[config.mk]
export PLATFORM = sky130hd
export DESIGN_NAME = rtcca_regs
export DESIGN_NICKNAME = d
export VERILOG_FILES = /design/src/hdl/rtcca_pkg.sv /design/src/hdl/rtcca_byte_word.sv /design/src/hdl/rtcca_regs.sv
export VERILOG_INCLUDE_DIRS = /design/src /design/src/hdl
export SDC_FILE = /design/constraint.sdc
export NUM_CORES = 1
export LEC_CHECK = 0
export BUFFER_PORTS_ARGS = -buffer_cell sky130_fd_sc_hd__buf_2
export CAP_MARGIN = 20
export CORE_ASPECT_RATIO = 1.5
export CORE_MARGIN = 5
export CORE_UTILIZATION = 48
export CTS_BUF_LIST = sky130_fd_sc_hd__clkbuf_4 sky130_fd_sc_hd__clkbuf_8
export CTS_CLUSTER_DIAMETER = 80
export CTS_CLUSTER_SIZE = 20
export DETAILED_ROUTE_END_ITERATION = 6
export PLACE_DENSITY = 0.71
export SYNTH_ARGS = -nofsm -noshare
export SYNTH_HDL_FRONTEND = slang
export SYNTH_SLANG_ARGS = --single-unit
[constraint.sdc]
create_clock -name aclk -period 2.1 [get_ports aclk]
set_input_delay 0.21 -clock aclk [delete_from_list [all_inputs] [get_ports aclk]]
set_output_delay 0.21 -clock aclk [all_outputs]
set_load 0.005 [all_outputs]
[src/hdl/rtcca_cfg.svh]
// rtcca_cfg.svh : register offsets, field positions and reset values
// assumes inclusion by bare name from the capture/alarm register block
`ifndef RTCCA_CFG_SVH
`define RTCCA_CFG_SVH

// indirect byte register indices (byte address is four times the index)
`define RTCCA_IDX_SNAP0    8'h00
`define RTCCA_IDX_SNAP1    8'h01
`define RTCCA_IDX_SNAP2    8'h02
`define RTCCA_IDX_SNAP3    8'h03
`define RTCCA_IDX_ALARM_MATCH_BYTE0   8'h08
`define RTCCA_IDX_ALARM_MATCH_BYTE1   8'h09
`define RTCCA_IDX_ALARM_MATCH_BYTE2   8'h0A
`define RTCCA_IDX_ALARM_MATCH_BYTE3   8'h0B
// own control / interrupt registers
`define RTCCA_IDX_CTRL     8'h10
`define RTCCA_IDX_STATUS   8'h11
`define RTCCA_IDX_MASK     8'h12

// control register fields
`define RTCCA_CTRL_LOAD    0
`define RTCCA_CTRL_CAPT    1
`define RTCCA_CTRL_AEN     2
`define RTCCA_CTRL_RUN     3
// status / mask fields
`define RTCCA_ST_ALARM     0
`define RTCCA_ST_CAPT      1
`define RTCCA_ST_LOAD      2

// reset values
`define RTCCA_RST_BYTE     8'h00
`define RTCCA_RST_WORD     32'h0000_0000
`define RTCCA_RST_CTRL     8'h00
`define RTCCA_RST_IRQ      3'h0

// axi responses
`define RTCCA_RESP_OKAY    2'h0
`define RTCCA_RESP_SLVERR  2'h2

`endif

[src/hdl/rtcca_pkg.sv]
// rtcca_pkg.sv : types shared by the capture/alarm register block
// assumes rtcca_cfg.svh holds the register and response constants; state encodings are here
package rtcca_pkg;
  // byte register lane within the snapshot or alarm word
  typedef logic [7:0]  rtcca_byte_t;
  typedef logic [31:0] rtcca_word_t;
  // write-channel handshake states, one-hot
  typedef enum logic [2:0] {
    RTCCA_W_IDLE = 3'b001,
    RTCCA_W_HAVE = 3'b010,
    RTCCA_W_RESP = 3'b100
  } rtcca_wstate_t;
endpackage

[src/hdl/rtcca_byte_word.sv]
// rtcca_byte_word.sv : 32-bit word built of four byte-writable lanes
// assumes single clock, synchronous active-low reset, one writer
`timescale 1ns/1ns
module rtcca_byte_word #(
  parameter int WIDTH = 32
) (
  input  wire logic             aclk,
  input  wire logic             aresetn,
  input  wire logic [WIDTH-1:0] load_word,
  input  wire logic             load_en,
  input  wire logic [3:0]       lane_we,
  input  wire logic [7:0]       lane_data,
  output logic      [WIDTH-1:0] word_q
);
  logic [WIDTH-1:0] word_ff;     // stored word
  logic [WIDTH-1:0] nxt_word;    // next stored word

  assign word_q = word_ff;

  ////////////////////////////////////////////////////////////////////////////
  // lane writes; a whole-word load wins since hardware transfers are atomic
  always_comb begin
    nxt_word = word_ff;
    if (load_en) begin
      nxt_word = load_word;
    end else begin
      for (int i = 0; i < 4; i++) begin
        if (lane_we[i]) begin
          nxt_word[i*8 +: 8] = lane_data;   // lowest lane carries the lsb
        end
      end
    end
  end

  always_ff @(posedge aclk) begin
    if (!aresetn) begin
      word_ff <= '0;
    end else begin
      word_ff <= nxt_word;
    end
  end
endmodule

[src/hdl/rtcca_regs.sv]
// rtcca_regs.sv : timer snapshot and alarm match registers over AXI4-Lite
// assumes one clock aclk, synchronous active-low reset, 32-bit AXI4-Lite
// Notes on behaviour
// - four snapshot bytes form 32-bit timer image
// - load moves image to timer; capture copies back
// - four alarm bytes hold 32-bit match value
// - alarm byte zero bit zero is lsb
`timescale 1ns/1ns
`include "rtcca_cfg.svh"
module rtcca_regs #(
  parameter int TICK_DIV = 1      // timer ticks every TICK_DIV clocks
) (
  input  wire logic        aclk,
  input  wire logic        aresetn,
  input  wire logic [7:0]  s_axi_awaddr,
  input  wire logic        s_axi_awvalid,
  output logic             s_axi_awready,
  input  wire logic [31:0] s_axi_wdata,
  input  wire logic [3:0]  s_axi_wstrb,
  input  wire logic        s_axi_wvalid,
  output logic             s_axi_wready,
  output logic [1:0]       s_axi_bresp,
  output logic             s_axi_bvalid,
  input  wire logic        s_axi_bready,
  input  wire logic [7:0]  s_axi_araddr,
  input  wire logic        s_axi_arvalid,
  output logic             s_axi_arready,
  output logic [31:0]      s_axi_rdata,
  output logic [1:0]       s_axi_rresp,
  output logic             s_axi_rvalid,
  input  wire logic        s_axi_rready,
  output logic             alarm_pulse,
  output logic             irq
);
  import rtcca_pkg::*;

  ////////////////////////////////////////////////////////////////////////////
  // declarations
  rtcca_wstate_t    wst_ff, nxt_wst;        // write handshake state
  logic             aw_got_ff, nxt_aw_got;  // write address held
  logic             w_got_ff, nxt_w_got;    // write data held
  logic [7:0]       awaddr_ff, nxt_awaddr;
  logic [31:0]      wdata_ff, nxt_wdata;
  logic             wstrb0_ff, nxt_wstrb0;  // only lane 0 carries a byte reg
  logic [1:0]       bresp_ff, nxt_bresp;
  logic             rvalid_ff, nxt_rvalid;
  logic [31:0]      rdata_ff, nxt_rdata;
  logic [1:0]       rresp_ff, nxt_rresp;
  logic [3:0]       ctrl_ff, nxt_ctrl;      // load, capture, enable, run
  logic [2:0]       stat_ff, nxt_stat;      // sticky events
  logic [2:0]       mask_ff, nxt_mask;
  rtcca_word_t      timer_ff, nxt_timer;    // running timer
  logic [15:0]      div_ff, nxt_div;        // tick divider
  logic             alarm_ff, nxt_alarm;
  logic             match_ff, nxt_match;    // match seen last cycle
  rtcca_word_t      snap_q, alarm_q;
  logic [3:0]       snap_we, alarm_we;
  logic             wr_fire;                // a register write commits now
  logic [7:0]       widx;                   // word index of the write
  logic             tick;
  logic             do_load, do_capt;
  logic             match;

  // word index from a byte address; misaligned bits are ignored
  function automatic logic [7:0] idx_of(input logic [7:0] addr);
    idx_of = {2'b00, addr[7:2]};
  endfunction

  // true when an index names a mapped register
  function automatic logic mapped(input logic [7:0] idx);
    mapped = (idx <= `RTCCA_IDX_SNAP3) ||
             (idx >= `RTCCA_IDX_ALARM_MATCH_BYTE0 && idx <= `RTCCA_IDX_ALARM_MATCH_BYTE3) ||
             (idx >= `RTCCA_IDX_CTRL && idx <= `RTCCA_IDX_MASK);
  endfunction

  ////////////////////////////////////////////////////////////////////////////
  // write channel: address and data taken in either order, then response
  assign s_axi_awready = wst_ff != RTCCA_W_RESP && !aw_got_ff;
  assign s_axi_wready  = wst_ff != RTCCA_W_RESP && !w_got_ff;
  assign s_axi_bvalid  = wst_ff == RTCCA_W_RESP;
  assign s_axi_bresp   = bresp_ff;
  assign widx          = idx_of(awaddr_ff);
  assign wr_fire       = wst_ff == RTCCA_W_HAVE && aw_got_ff && w_got_ff;

  always_comb begin
    nxt_wst    = wst_ff;
    nxt_aw_got = aw_got_ff;
    nxt_w_got  = w_got_ff;
    nxt_awaddr = awaddr_ff;
    nxt_wdata  = wdata_ff;
    nxt_wstrb0 = wstrb0_ff;
    nxt_bresp  = bresp_ff;
    unique case (wst_ff)
      RTCCA_W_IDLE, RTCCA_W_HAVE: begin
        if (s_axi_awvalid && s_axi_awready) begin
          nxt_aw_got = 1'b1;
          nxt_awaddr = s_axi_awaddr;
        end
        if (s_axi_wvalid && s_axi_wready) begin
          nxt_w_got  = 1'b1;
          nxt_wdata  = s_axi_wdata;
          nxt_wstrb0 = s_axi_wstrb[0];
        end
        if (wr_fire) begin
          // commit happens this cycle; answer next
          nxt_wst    = RTCCA_W_RESP;
          nxt_aw_got = 1'b0;
          nxt_w_got  = 1'b0;
          nxt_bresp  = mapped(widx) ? `RTCCA_RESP_OKAY : `RTCCA_RESP_SLVERR;
        end else if (nxt_aw_got || nxt_w_got) begin
          nxt_wst = RTCCA_W_HAVE;
        end
      end
      RTCCA_W_RESP: begin
        if (s_axi_bready) begin
          nxt_wst = RTCCA_W_IDLE;
        end
      end
      default: begin
        nxt_wst = RTCCA_W_IDLE;
      end
    endcase
  end

  always_ff @(posedge aclk) begin
    if (!aresetn) begin
      wst_ff    <= RTCCA_W_IDLE;
      aw_got_ff <= 1'b0;
      w_got_ff  <= 1'b0;
      awaddr_ff <= 8'h00;
      wdata_ff  <= 32'h0000_0000;
      wstrb0_ff <= 1'b0;
      bresp_ff  <= `RTCCA_RESP_OKAY;
    end else begin
      wst_ff    <= nxt_wst;
      aw_got_ff <= nxt_aw_got;
      w_got_ff  <= nxt_w_got;
      awaddr_ff <= nxt_awaddr;
      wdata_ff  <= nxt_wdata;
      wstrb0_ff <= nxt_wstrb0;
      bresp_ff  <= nxt_bresp;
    end
  end

  ////////////////////////////////////////////////////////////////////////////
  // byte lane strobes into the snapshot and alarm words
  always_comb begin
    snap_we  = 4'h0;
    alarm_we = 4'h0;
    if (wr_fire && wstrb0_ff) begin
      for (int i = 0; i < 4; i++) begin
        if (widx == `RTCCA_IDX_SNAP0 + 8'(i)) begin
          snap_we[i] = 1'b1;
        end
        if (widx == `RTCCA_IDX_ALARM_MATCH_BYTE0 + 8'(i)) begin
          alarm_we[i] = 1'b1;
        end
      end
    end
  end

  // snapshot image: software bytes or a captured timer value
  rtcca_byte_word #(.WIDTH(32)) u_snap (
    .aclk      (aclk),
    .aresetn   (aresetn),
    .load_word (timer_ff),
    .load_en   (do_capt),
    .lane_we   (snap_we),
    .lane_data (wdata_ff[7:0]),
    .word_q    (snap_q)
  );

  // alarm value, little-endian across the bytes
  rtcca_byte_word #(.WIDTH(32)) u_alarm (
    .aclk      (aclk),
    .aresetn   (aresetn),
    .load_word (32'h0000_0000),
    .load_en   (1'b0),
    .lane_we   (alarm_we),
    .lane_data (wdata_ff[7:0]),
    .word_q    (alarm_q)
  );

  ////////////////////////////////////////////////////////////////////////////
  // control: request bits self-clear once their transfer is done
  assign do_load = ctrl_ff[`RTCCA_CTRL_LOAD];
  assign do_capt = ctrl_ff[`RTCCA_CTRL_CAPT];

  always_comb begin
    nxt_ctrl = ctrl_ff;
    nxt_ctrl[`RTCCA_CTRL_LOAD] = 1'b0;
    nxt_ctrl[`RTCCA_CTRL_CAPT] = 1'b0;
    if (wr_fire && wstrb0_ff && widx == `RTCCA_IDX_CTRL) begin
      nxt_ctrl = wdata_ff[3:0];
    end
  end

  ////////////////////////////////////////////////////////////////////////////
  // timer and alarm compare; the compare is not qualified by a write in
  // progress, so a half-written alarm can fire unless software disables it
  assign tick  = ctrl_ff[`RTCCA_CTRL_RUN] && div_ff == 16'(TICK_DIV - 1);
  assign match = ctrl_ff[`RTCCA_CTRL_AEN] && timer_ff == alarm_q;

  always_comb begin
    nxt_div   = div_ff;
    nxt_timer = timer_ff;
    if (ctrl_ff[`RTCCA_CTRL_RUN]) begin
      nxt_div = tick ? 16'h0000 : div_ff + 16'h0001;
    end
    if (do_load) begin
      nxt_timer = snap_q;
      nxt_div   = 16'h0000;
    end else if (tick) begin
      nxt_timer = timer_ff + 32'h0000_0001;
    end
    // one pulse on entry to the match, not every cycle it persists; a
    // stopped or divided timer holds the match for many cycles, so the
    // entry is found against last cycle's match, not against the pulse
    nxt_match = match;
    nxt_alarm = match && !match_ff;
  end

  always_ff @(posedge aclk) begin
    if (!aresetn) begin
      ctrl_ff  <= 4'h0;
      div_ff   <= 16'h0000;
      timer_ff <= `RTCCA_RST_WORD;
      alarm_ff <= 1'b0;
      match_ff <= 1'b0;
    end else begin
      ctrl_ff  <= nxt_ctrl;
      div_ff   <= nxt_div;
      timer_ff <= nxt_timer;
      alarm_ff <= nxt_alarm;
      match_ff <= nxt_match;
    end
  end

  assign alarm_pulse = alarm_ff;

  ////////////////////////////////////////////////////////////////////////////
  // interrupts: sticky status, write-one-to-clear, set wins over clear
  always_comb begin
    nxt_mask = mask_ff;
    nxt_stat = stat_ff;
    if (wr_fire && wstrb0_ff && widx == `RTCCA_IDX_STATUS) begin
      nxt_stat = stat_ff & ~wdata_ff[2:0];
    end
    if (wr_fire && wstrb0_ff && widx == `RTCCA_IDX_MASK) begin
      nxt_mask = wdata_ff[2:0];
    end
    if (nxt_alarm && !alarm_ff) begin
      nxt_stat[`RTCCA_ST_ALARM] = 1'b1;
    end
    if (do_capt) begin
      nxt_stat[`RTCCA_ST_CAPT] = 1'b1;
    end
    if (do_load) begin
      nxt_stat[`RTCCA_ST_LOAD] = 1'b1;
    end
  end

  always_ff @(posedge aclk) begin
    if (!aresetn) begin
      stat_ff <= `RTCCA_RST_IRQ;
      mask_ff <= `RTCCA_RST_IRQ;
    end else begin
      stat_ff <= nxt_stat;
      mask_ff <= nxt_mask;
    end
  end

  assign irq = |(stat_ff & mask_ff);

  ////////////////////////////////////////////////////////////////////////////
  // read channel: data one cycle after the address is taken
  assign s_axi_arready = !rvalid_ff;
  assign s_axi_rvalid  = rvalid_ff;
  assign s_axi_rdata   = rdata_ff;
  assign s_axi_rresp   = rresp_ff;

  always_comb begin
    logic [7:0] ridx;
    ridx       = idx_of(s_axi_araddr);
    nxt_rvalid = rvalid_ff;
    nxt_rdata  = rdata_ff;
    nxt_rresp  = rresp_ff;
    if (rvalid_ff && s_axi_rready) begin
      nxt_rvalid = 1'b0;
    end
    if (s_axi_arvalid && s_axi_arready) begin
      nxt_rvalid = 1'b1;
      nxt_rresp  = mapped(ridx) ? `RTCCA_RESP_OKAY : `RTCCA_RESP_SLVERR;
      nxt_rdata  = 32'h0000_0000;
      if (ridx <= `RTCCA_IDX_SNAP3) begin
        nxt_rdata[7:0] = snap_q[ridx[1:0]*8 +: 8];
      end else if (ridx >= `RTCCA_IDX_ALARM_MATCH_BYTE0 && ridx <= `RTCCA_IDX_ALARM_MATCH_BYTE3) begin
        nxt_rdata[7:0] = alarm_q[ridx[1:0]*8 +: 8];
      end else if (ridx == `RTCCA_IDX_CTRL) begin
        nxt_rdata[3:0] = ctrl_ff;
      end else if (ridx == `RTCCA_IDX_STATUS) begin
        nxt_rdata[2:0] = stat_ff;
      end else if (ridx == `RTCCA_IDX_MASK) begin
        nxt_rdata[2:0] = mask_ff;
      end
    end
  end

  always_ff @(posedge aclk) begin
    if (!aresetn) begin
      rvalid_ff <= 1'b0;
      rdata_ff  <= 32'h0000_0000;
      rresp_ff  <= `RTCCA_RESP_OKAY;
    end else begin
      rvalid_ff <= nxt_rvalid;
      rdata_ff  <= nxt_rdata;
      rresp_ff  <= nxt_rresp;
    end
  end
endmodule

## Yosys cells after proc, flatten, opt, wreduce, memory -nomap -nowiden

Index checks and enable logic that the tools add are counted.

- Bitwise logic cells: 4
- Reductions and logical operators: 49
- Equality and inequality tests: 20
- Add/sub/neg operators: 2
- Shift operators: 2
- Order comparisons: 10
- Mux-type cells: 43

Operators by type and width:

| cell | number |
|---|---|
| 2-to-1 mux 32 bit | 3 |
| variable part select 32 x 6 -> 8 bit | 2 |
| 2-to-1 mux 8 bit | 5 |
| == test 6 x 5 -> 1 bit, second input constant | 6 |
| adder 32 x 1 -> 32 bit, second input constant | 1 |
| == test 32 bit | 1 |
| == test 6 x 4 -> 1 bit, second input constant | 4 |
| 2-to-1 mux 3 bit | 7 |
| logical AND 1 bit | 20 |
| 2-to-1 mux 1 bit | 20 |
| nonzero test 2 bit | 9 |
| adder 16 x 1 -> 16 bit, second input constant | 1 |
| zero test 16 bit | 1 |
| 2-to-1 mux 16 bit | 1 |
| 2-to-1 mux 4 bit | 4 |
| == test 6 x 2 -> 1 bit, second input constant | 2 |
| greater-or-equal comparator 6 x 4 -> 1 bit, second input constant | 2 |
| greater-or-equal comparator 6 x 5 -> 1 bit, second input constant | 2 |
| less-or-equal comparator 6 x 2 -> 1 bit, second input constant | 2 |
| less-or-equal comparator 6 x 4 -> 1 bit, second input constant | 2 |
| less-or-equal comparator 6 x 5 -> 1 bit, second input constant | 2 |
| AND reduction 2 bit | 5 |
| zero test 8 bit | 1 |
| AND 3 bit | 2 |
| 14 further kinds | 25 |

- Flip-flop bits (word level): 159
- Output and inout bits: 43

## Depth between registers and ports, before layout

- Depth in word-level cells: 9
- Depth in mapped cells: 8

## By module

Synthesis repeated with hierarchy kept, for this count alone.

- Cells, all modules: 921
- Area, all modules: 9,042.4 sq um

By module, submodules not included:

| module | seq. area each (sq um) | area an instance (sq um) | instances | cells each |
|---|---|---|---|---|
| rtcca_regs | 1,821.7 | 5,524.0 | 1 | 639 |
| rtcca_byte_word | 640.6 | 1,759.2 | 2 | 141 |

## Worst setup path before layout

No wires, ideal clock.

- Kind: reg-to-reg
- Start point: register wst_ff[0]
- End point: register u_alarm.word_ff[11], in the netlist u_alarm.word_q[11]
- Clock period less this slack: 2,230 ps
- Cell stages (with the launch flop): 9
- Buffers on the path: 3
- Slack: -130 ps
- Library setup time: 116 ps
- Arrival time: 2,114 ps
- Required time: 1,984 ps
- Cell sequence: dfxtp_1 > clkbuf_1 > or3b_4 > or4_4 > buf_6 > nor3b_2 > buf_6 > mux2i_1 > nor2b_1

- Longest elaborated chain between the ends: 5

RTL lines:

| element | RTL line | source |
|---|---|---|
| start: declaration | rtcca_regs.sv:39 | `rtcca_wstate_t wst_ff, nxt_wst;` |
| start signal: assignment | rtcca_regs.sv:135 | `wst_ff <= nxt_wst;` |
| == test 3 x 2 -> 1 bit | rtcca_regs.sv:83 | `assign wr_fire = wst_ff == RTCCA_W_HAVE && aw_got_ff && w_got_ff;` |
| logical AND 1 bit (2 in a row) | rtcca_regs.sv:83 |  |
| logical AND 1 bit | rtcca_regs.sv:150 | `if (wr_fire && wstrb0_ff) begin` |
| 2-to-1 mux 4 bit | rtcca_regs.sv:150 |  |
| end signal: assignment | rtcca_byte_word.sv:39 | `word_ff <= nxt_word;` |
| end: declaration | rtcca_byte_word.sv:15 | `logic [WIDTH-1:0] word_ff;` |

Every way passes these cells.
A chain may end at the register's enable or synchronous reset.

## Worst setup path in the final report

- Start point: register wst_ff[1]
- End point: register u_alarm.word_ff[13], in the netlist u_alarm.word_q[13]

The elaborated chain is that of the path after synthesis.

==> impl_metrics.csv <==
group,metric,value,unit
run_status,outcome,"complete, but fails checks",
run_status,failed_checks,"negative setup slack",
drt,drtAntennaViolNets,0,
sta,slew_viol_final,0,
worst_setup_path,start_kind,"flip-flop",
sta,worst_slew_margin_rel,43.4,%
synth,ys_seq_area_share,37.9,%
global_routing,grt_max_degree,145,
synth,synth_top_cell_by_area,"dfxtp_1",
sta,max_freq,469,MHz
cells_and_area,final-seq-area,0.00311,mm2
sta,setup_violations,5,
drt,routed_via_density,5.85,
worst_setup_path,crit_fanout,8,
global_routing,track_usage,22.8,%
floorplanning,die_x,117,um
synth,synth.top_cells.by_count,"155 x dfxtp_1, 92 x o21ai_0, 74 x nor3_1",
cells_and_area,drive_above_1_share,18.8,%
cells_and_area,n_antenna_cell,0,
flow_run,cap_viol_max_count,0,
placed_design,dp_hpwl,15800,um
cts,path_clk_slew,0.09,ns
synth,synth-simple-area-share,25.3,%
placed_design,dpl.cell_count,1187,
worst_setup_path,cp.arrival,2.47,ns
synth,synth-compound-area-share,12.1,%
drt,drtIter0Drc,720,
power_and_ir_drop,powerDensity,633,mW/mm2
cells_and_area,finish.net_count,1062,
drt,wl_per_cell,18.4,um
synth,synth_area,0.00819,mm2
synth,synth_xor_xnor_area_share,6.84,%
placed_design,placed_area,0.00887,mm2
sta,period_share,101,%
synth,synth_top_family_by_area,"simple AND/OR/NAND/NOR gates",
cts,clkLatencyLatePin,0.45,ns
synth,synth_seq_cells,155,
placed_design,port_buffers,44,
floorplanning,die_area,0.0198,mm2
cts,tritoncts,"yes",
synth,yosysMostFrequentCell,"dfxtp_1",
cells_and_area,syn_to_final_growth,14.0,%
synth,ys_types,53,
worst_setup_path,crit_type,"reg -> reg",
sta,worstMarginPinSlew,0.844,ns
power_and_ir_drop,leakage,3.40,nW
cts,cts_htree_levels,4,
sta,worst_clock_skew,0.0135,ns
floorplanning,ios,102,
global_routing,grt_pass1_vias,6628,
synth,synth_cells,934,
sta,tns,-0.0526,ns
cts,clockBufferDepth,2,
synth,avgSynthCellArea,8.77,um2
cells_and_area,nFillCells,1522,
min_path,whs_path_depth,3,
synth,synthFlopType,"dfxtp_1",
drt,wl,22500,um
sta,fin_crit,2.13,ns
sta,finalHoldViolCount,0,
cells_and_area,finalNonFillerCells,1223,
worst_setup_path,crit_required,2.44,ns
placed_design,gp_congestion,0.941,
worst_setup_path,end_kind,"flip-flop",
cts,clock-sinks,155,
synth,yosys_warnings,0,
cts,root_buffer,"clkbuf_8",
synth,synth_top_area_share,37.9,%
worst_setup_path,reg2reg_depth,6,
floorplanning,die_y,170,um
synth,synth_area_leaders,"dfxtp_1 38%, mux2i_1 6.0%, o21ai_0 5.6%",
floorplanning,start_util,48.9,%
cells_and_area,multi_input_area,0.00466,mm2
global_routing,grt_antenna_before_repair,0,
min_path,worstHoldPathType,"in -> reg",
sta,setup_ws,-0.0309,ns
cts,cts_made_buffers,17,
global_routing,grt-ovfl-total,0,
sta,rsz0062_at_grt,"true",
global_routing,grt_pass1_wl,35200,um
floorplanning,coreArea,0.0168,mm2
power_and_ir_drop,ir_drop,0.585,mV
drt,drc,0,
drt,dr_total_vias,7158,
synth,ys_async_sr_fraction,0,%
synth,muxShareOfSynthArea,10.4,%
drt,dr.pass1.iters,6,
synth,synthAdderAreaFrac,0.458,%
synth,synth_edf_count,0,
cells_and_area,final_area,0.00934,mm2
floorplanning,rows,58,
==> layout by cell type (no fill, tap or decap), types with 32 or more instances in the layout <==
cell	synthesis	final
dfxtp_1	155	152
o21ai_0	92	92
nor3_1	74	74
buf_4	27	67
mux2i_1	49	48
nor2b_1	48	48
xnor2_1	47	47
buf_2	9	43
nand2_1	42	42
nor3b_1	35	34
nor2_1	32	32
nand3_1	33	32
==> per-stage QoR <==
stage	hold WS [ns]	power, W	utilization (%)	setup WS (ns)
2_1_floorplan	0.348	0.00349	-	-0.0715
3_3_place_gp	0.399	0.00363	52.9	-0.0454
3_5_place_dp	0.417	0.00364	52.9	-0.0990
4_1_cts	0.000895	0.00594	55.6	-0.0298
5_1_grt	0.00825	0.00612	55.7	-0.108
6_report	0.0142	0.00591	55.7	-0.0309
==> routing by layer <==
metal | up-vias | GRT usage [%] | routed length (um)
li1 | 3430 | - | -
met1 | 3402 | 26.2 | 8600
met2 | 246 | 39.8 | 11300
met3 | 80 | 3.98 | 1390
met4 | 0 | 12.2 | 1270
met5 | - | 0 | 0
==> critical path: stages, from the launching register on <==
cell     delay (ns)
dfxtp_2        0.34
or3b_4         0.42
or4_4          0.59
nor3b_2        0.20
buf_6          0.18
mux2i_1        0.23
nor2b_1        0.07
==> power by group <==
group          leakage [nW]  internal [W]  switching (W)
clock                 0.199       0.00110        0.00123
sequential             1.25       0.00299       0.000109
combinational          1.95      0.000223       0.000260
total                  3.40       0.00431        0.00160
==> state kept, by name (all words and copies together) (netlist names), 3 cells and up <==
signal,count
awaddr_ff,6
ctrl_ff,4
div_ff,16
mask_ff,3
s_axi_rdata,8
stat_ff,3
timer_ff,32
u_alarm.word_q,32
u_snap.word_q,32
wdata_ff,8
wst_ff,3
==> logic make-up after synthesis <==
family	count (synthesis)
and+or+nand+nor	356
AOI/OAI and AO/OA	172
DFF	155
other	1
buffers and inverters	118
muxes	65
xor gates and xnor gates	64
adders and majority gates	3
==> area by class of cell <==
type | count | share of cell area (%)
repair buffers | 118 | 8.89
inverters | 22 | 0.884
clock inverters | 14 | 1.70
well taps | 210 | 2.81
clock buffers | 18 | 2.58
multi-input cells | 686 | 49.9
flip-flops and latches | 155 | 33.3
==> timing repair <==
item	4_1_cts	5_1_grt
hold buffers	3	0
pin swaps	4	2
gates resized for setup	5	10
endpoints found under the hold margin	2	0
buffers inserted	0	1
setup endpoints to repair	28	36
==> path summary, 6_finish.rpt <==
kind | slack (ns) | endpoint | start
min | 0.01 | wdata_ff[3]$_SDFFE_PN0P_ | s_axi_wdata[3]
min reg2reg | 0.43 | alarm_pulse$_SDFF_PN0_ | match_ff$_SDFF_PN0_
max reg2reg | -0.03 | u_alarm.word_q[13]$_SDFFE_PN0P_ | wst_ff[1]$_SDFFE_PN0P_
max | -0.03 | u_alarm.word_q[13]$_SDFFE_PN0P_ | wst_ff[1]$_SDFFE_PN0P_
(Power assumes the default switching activity.)
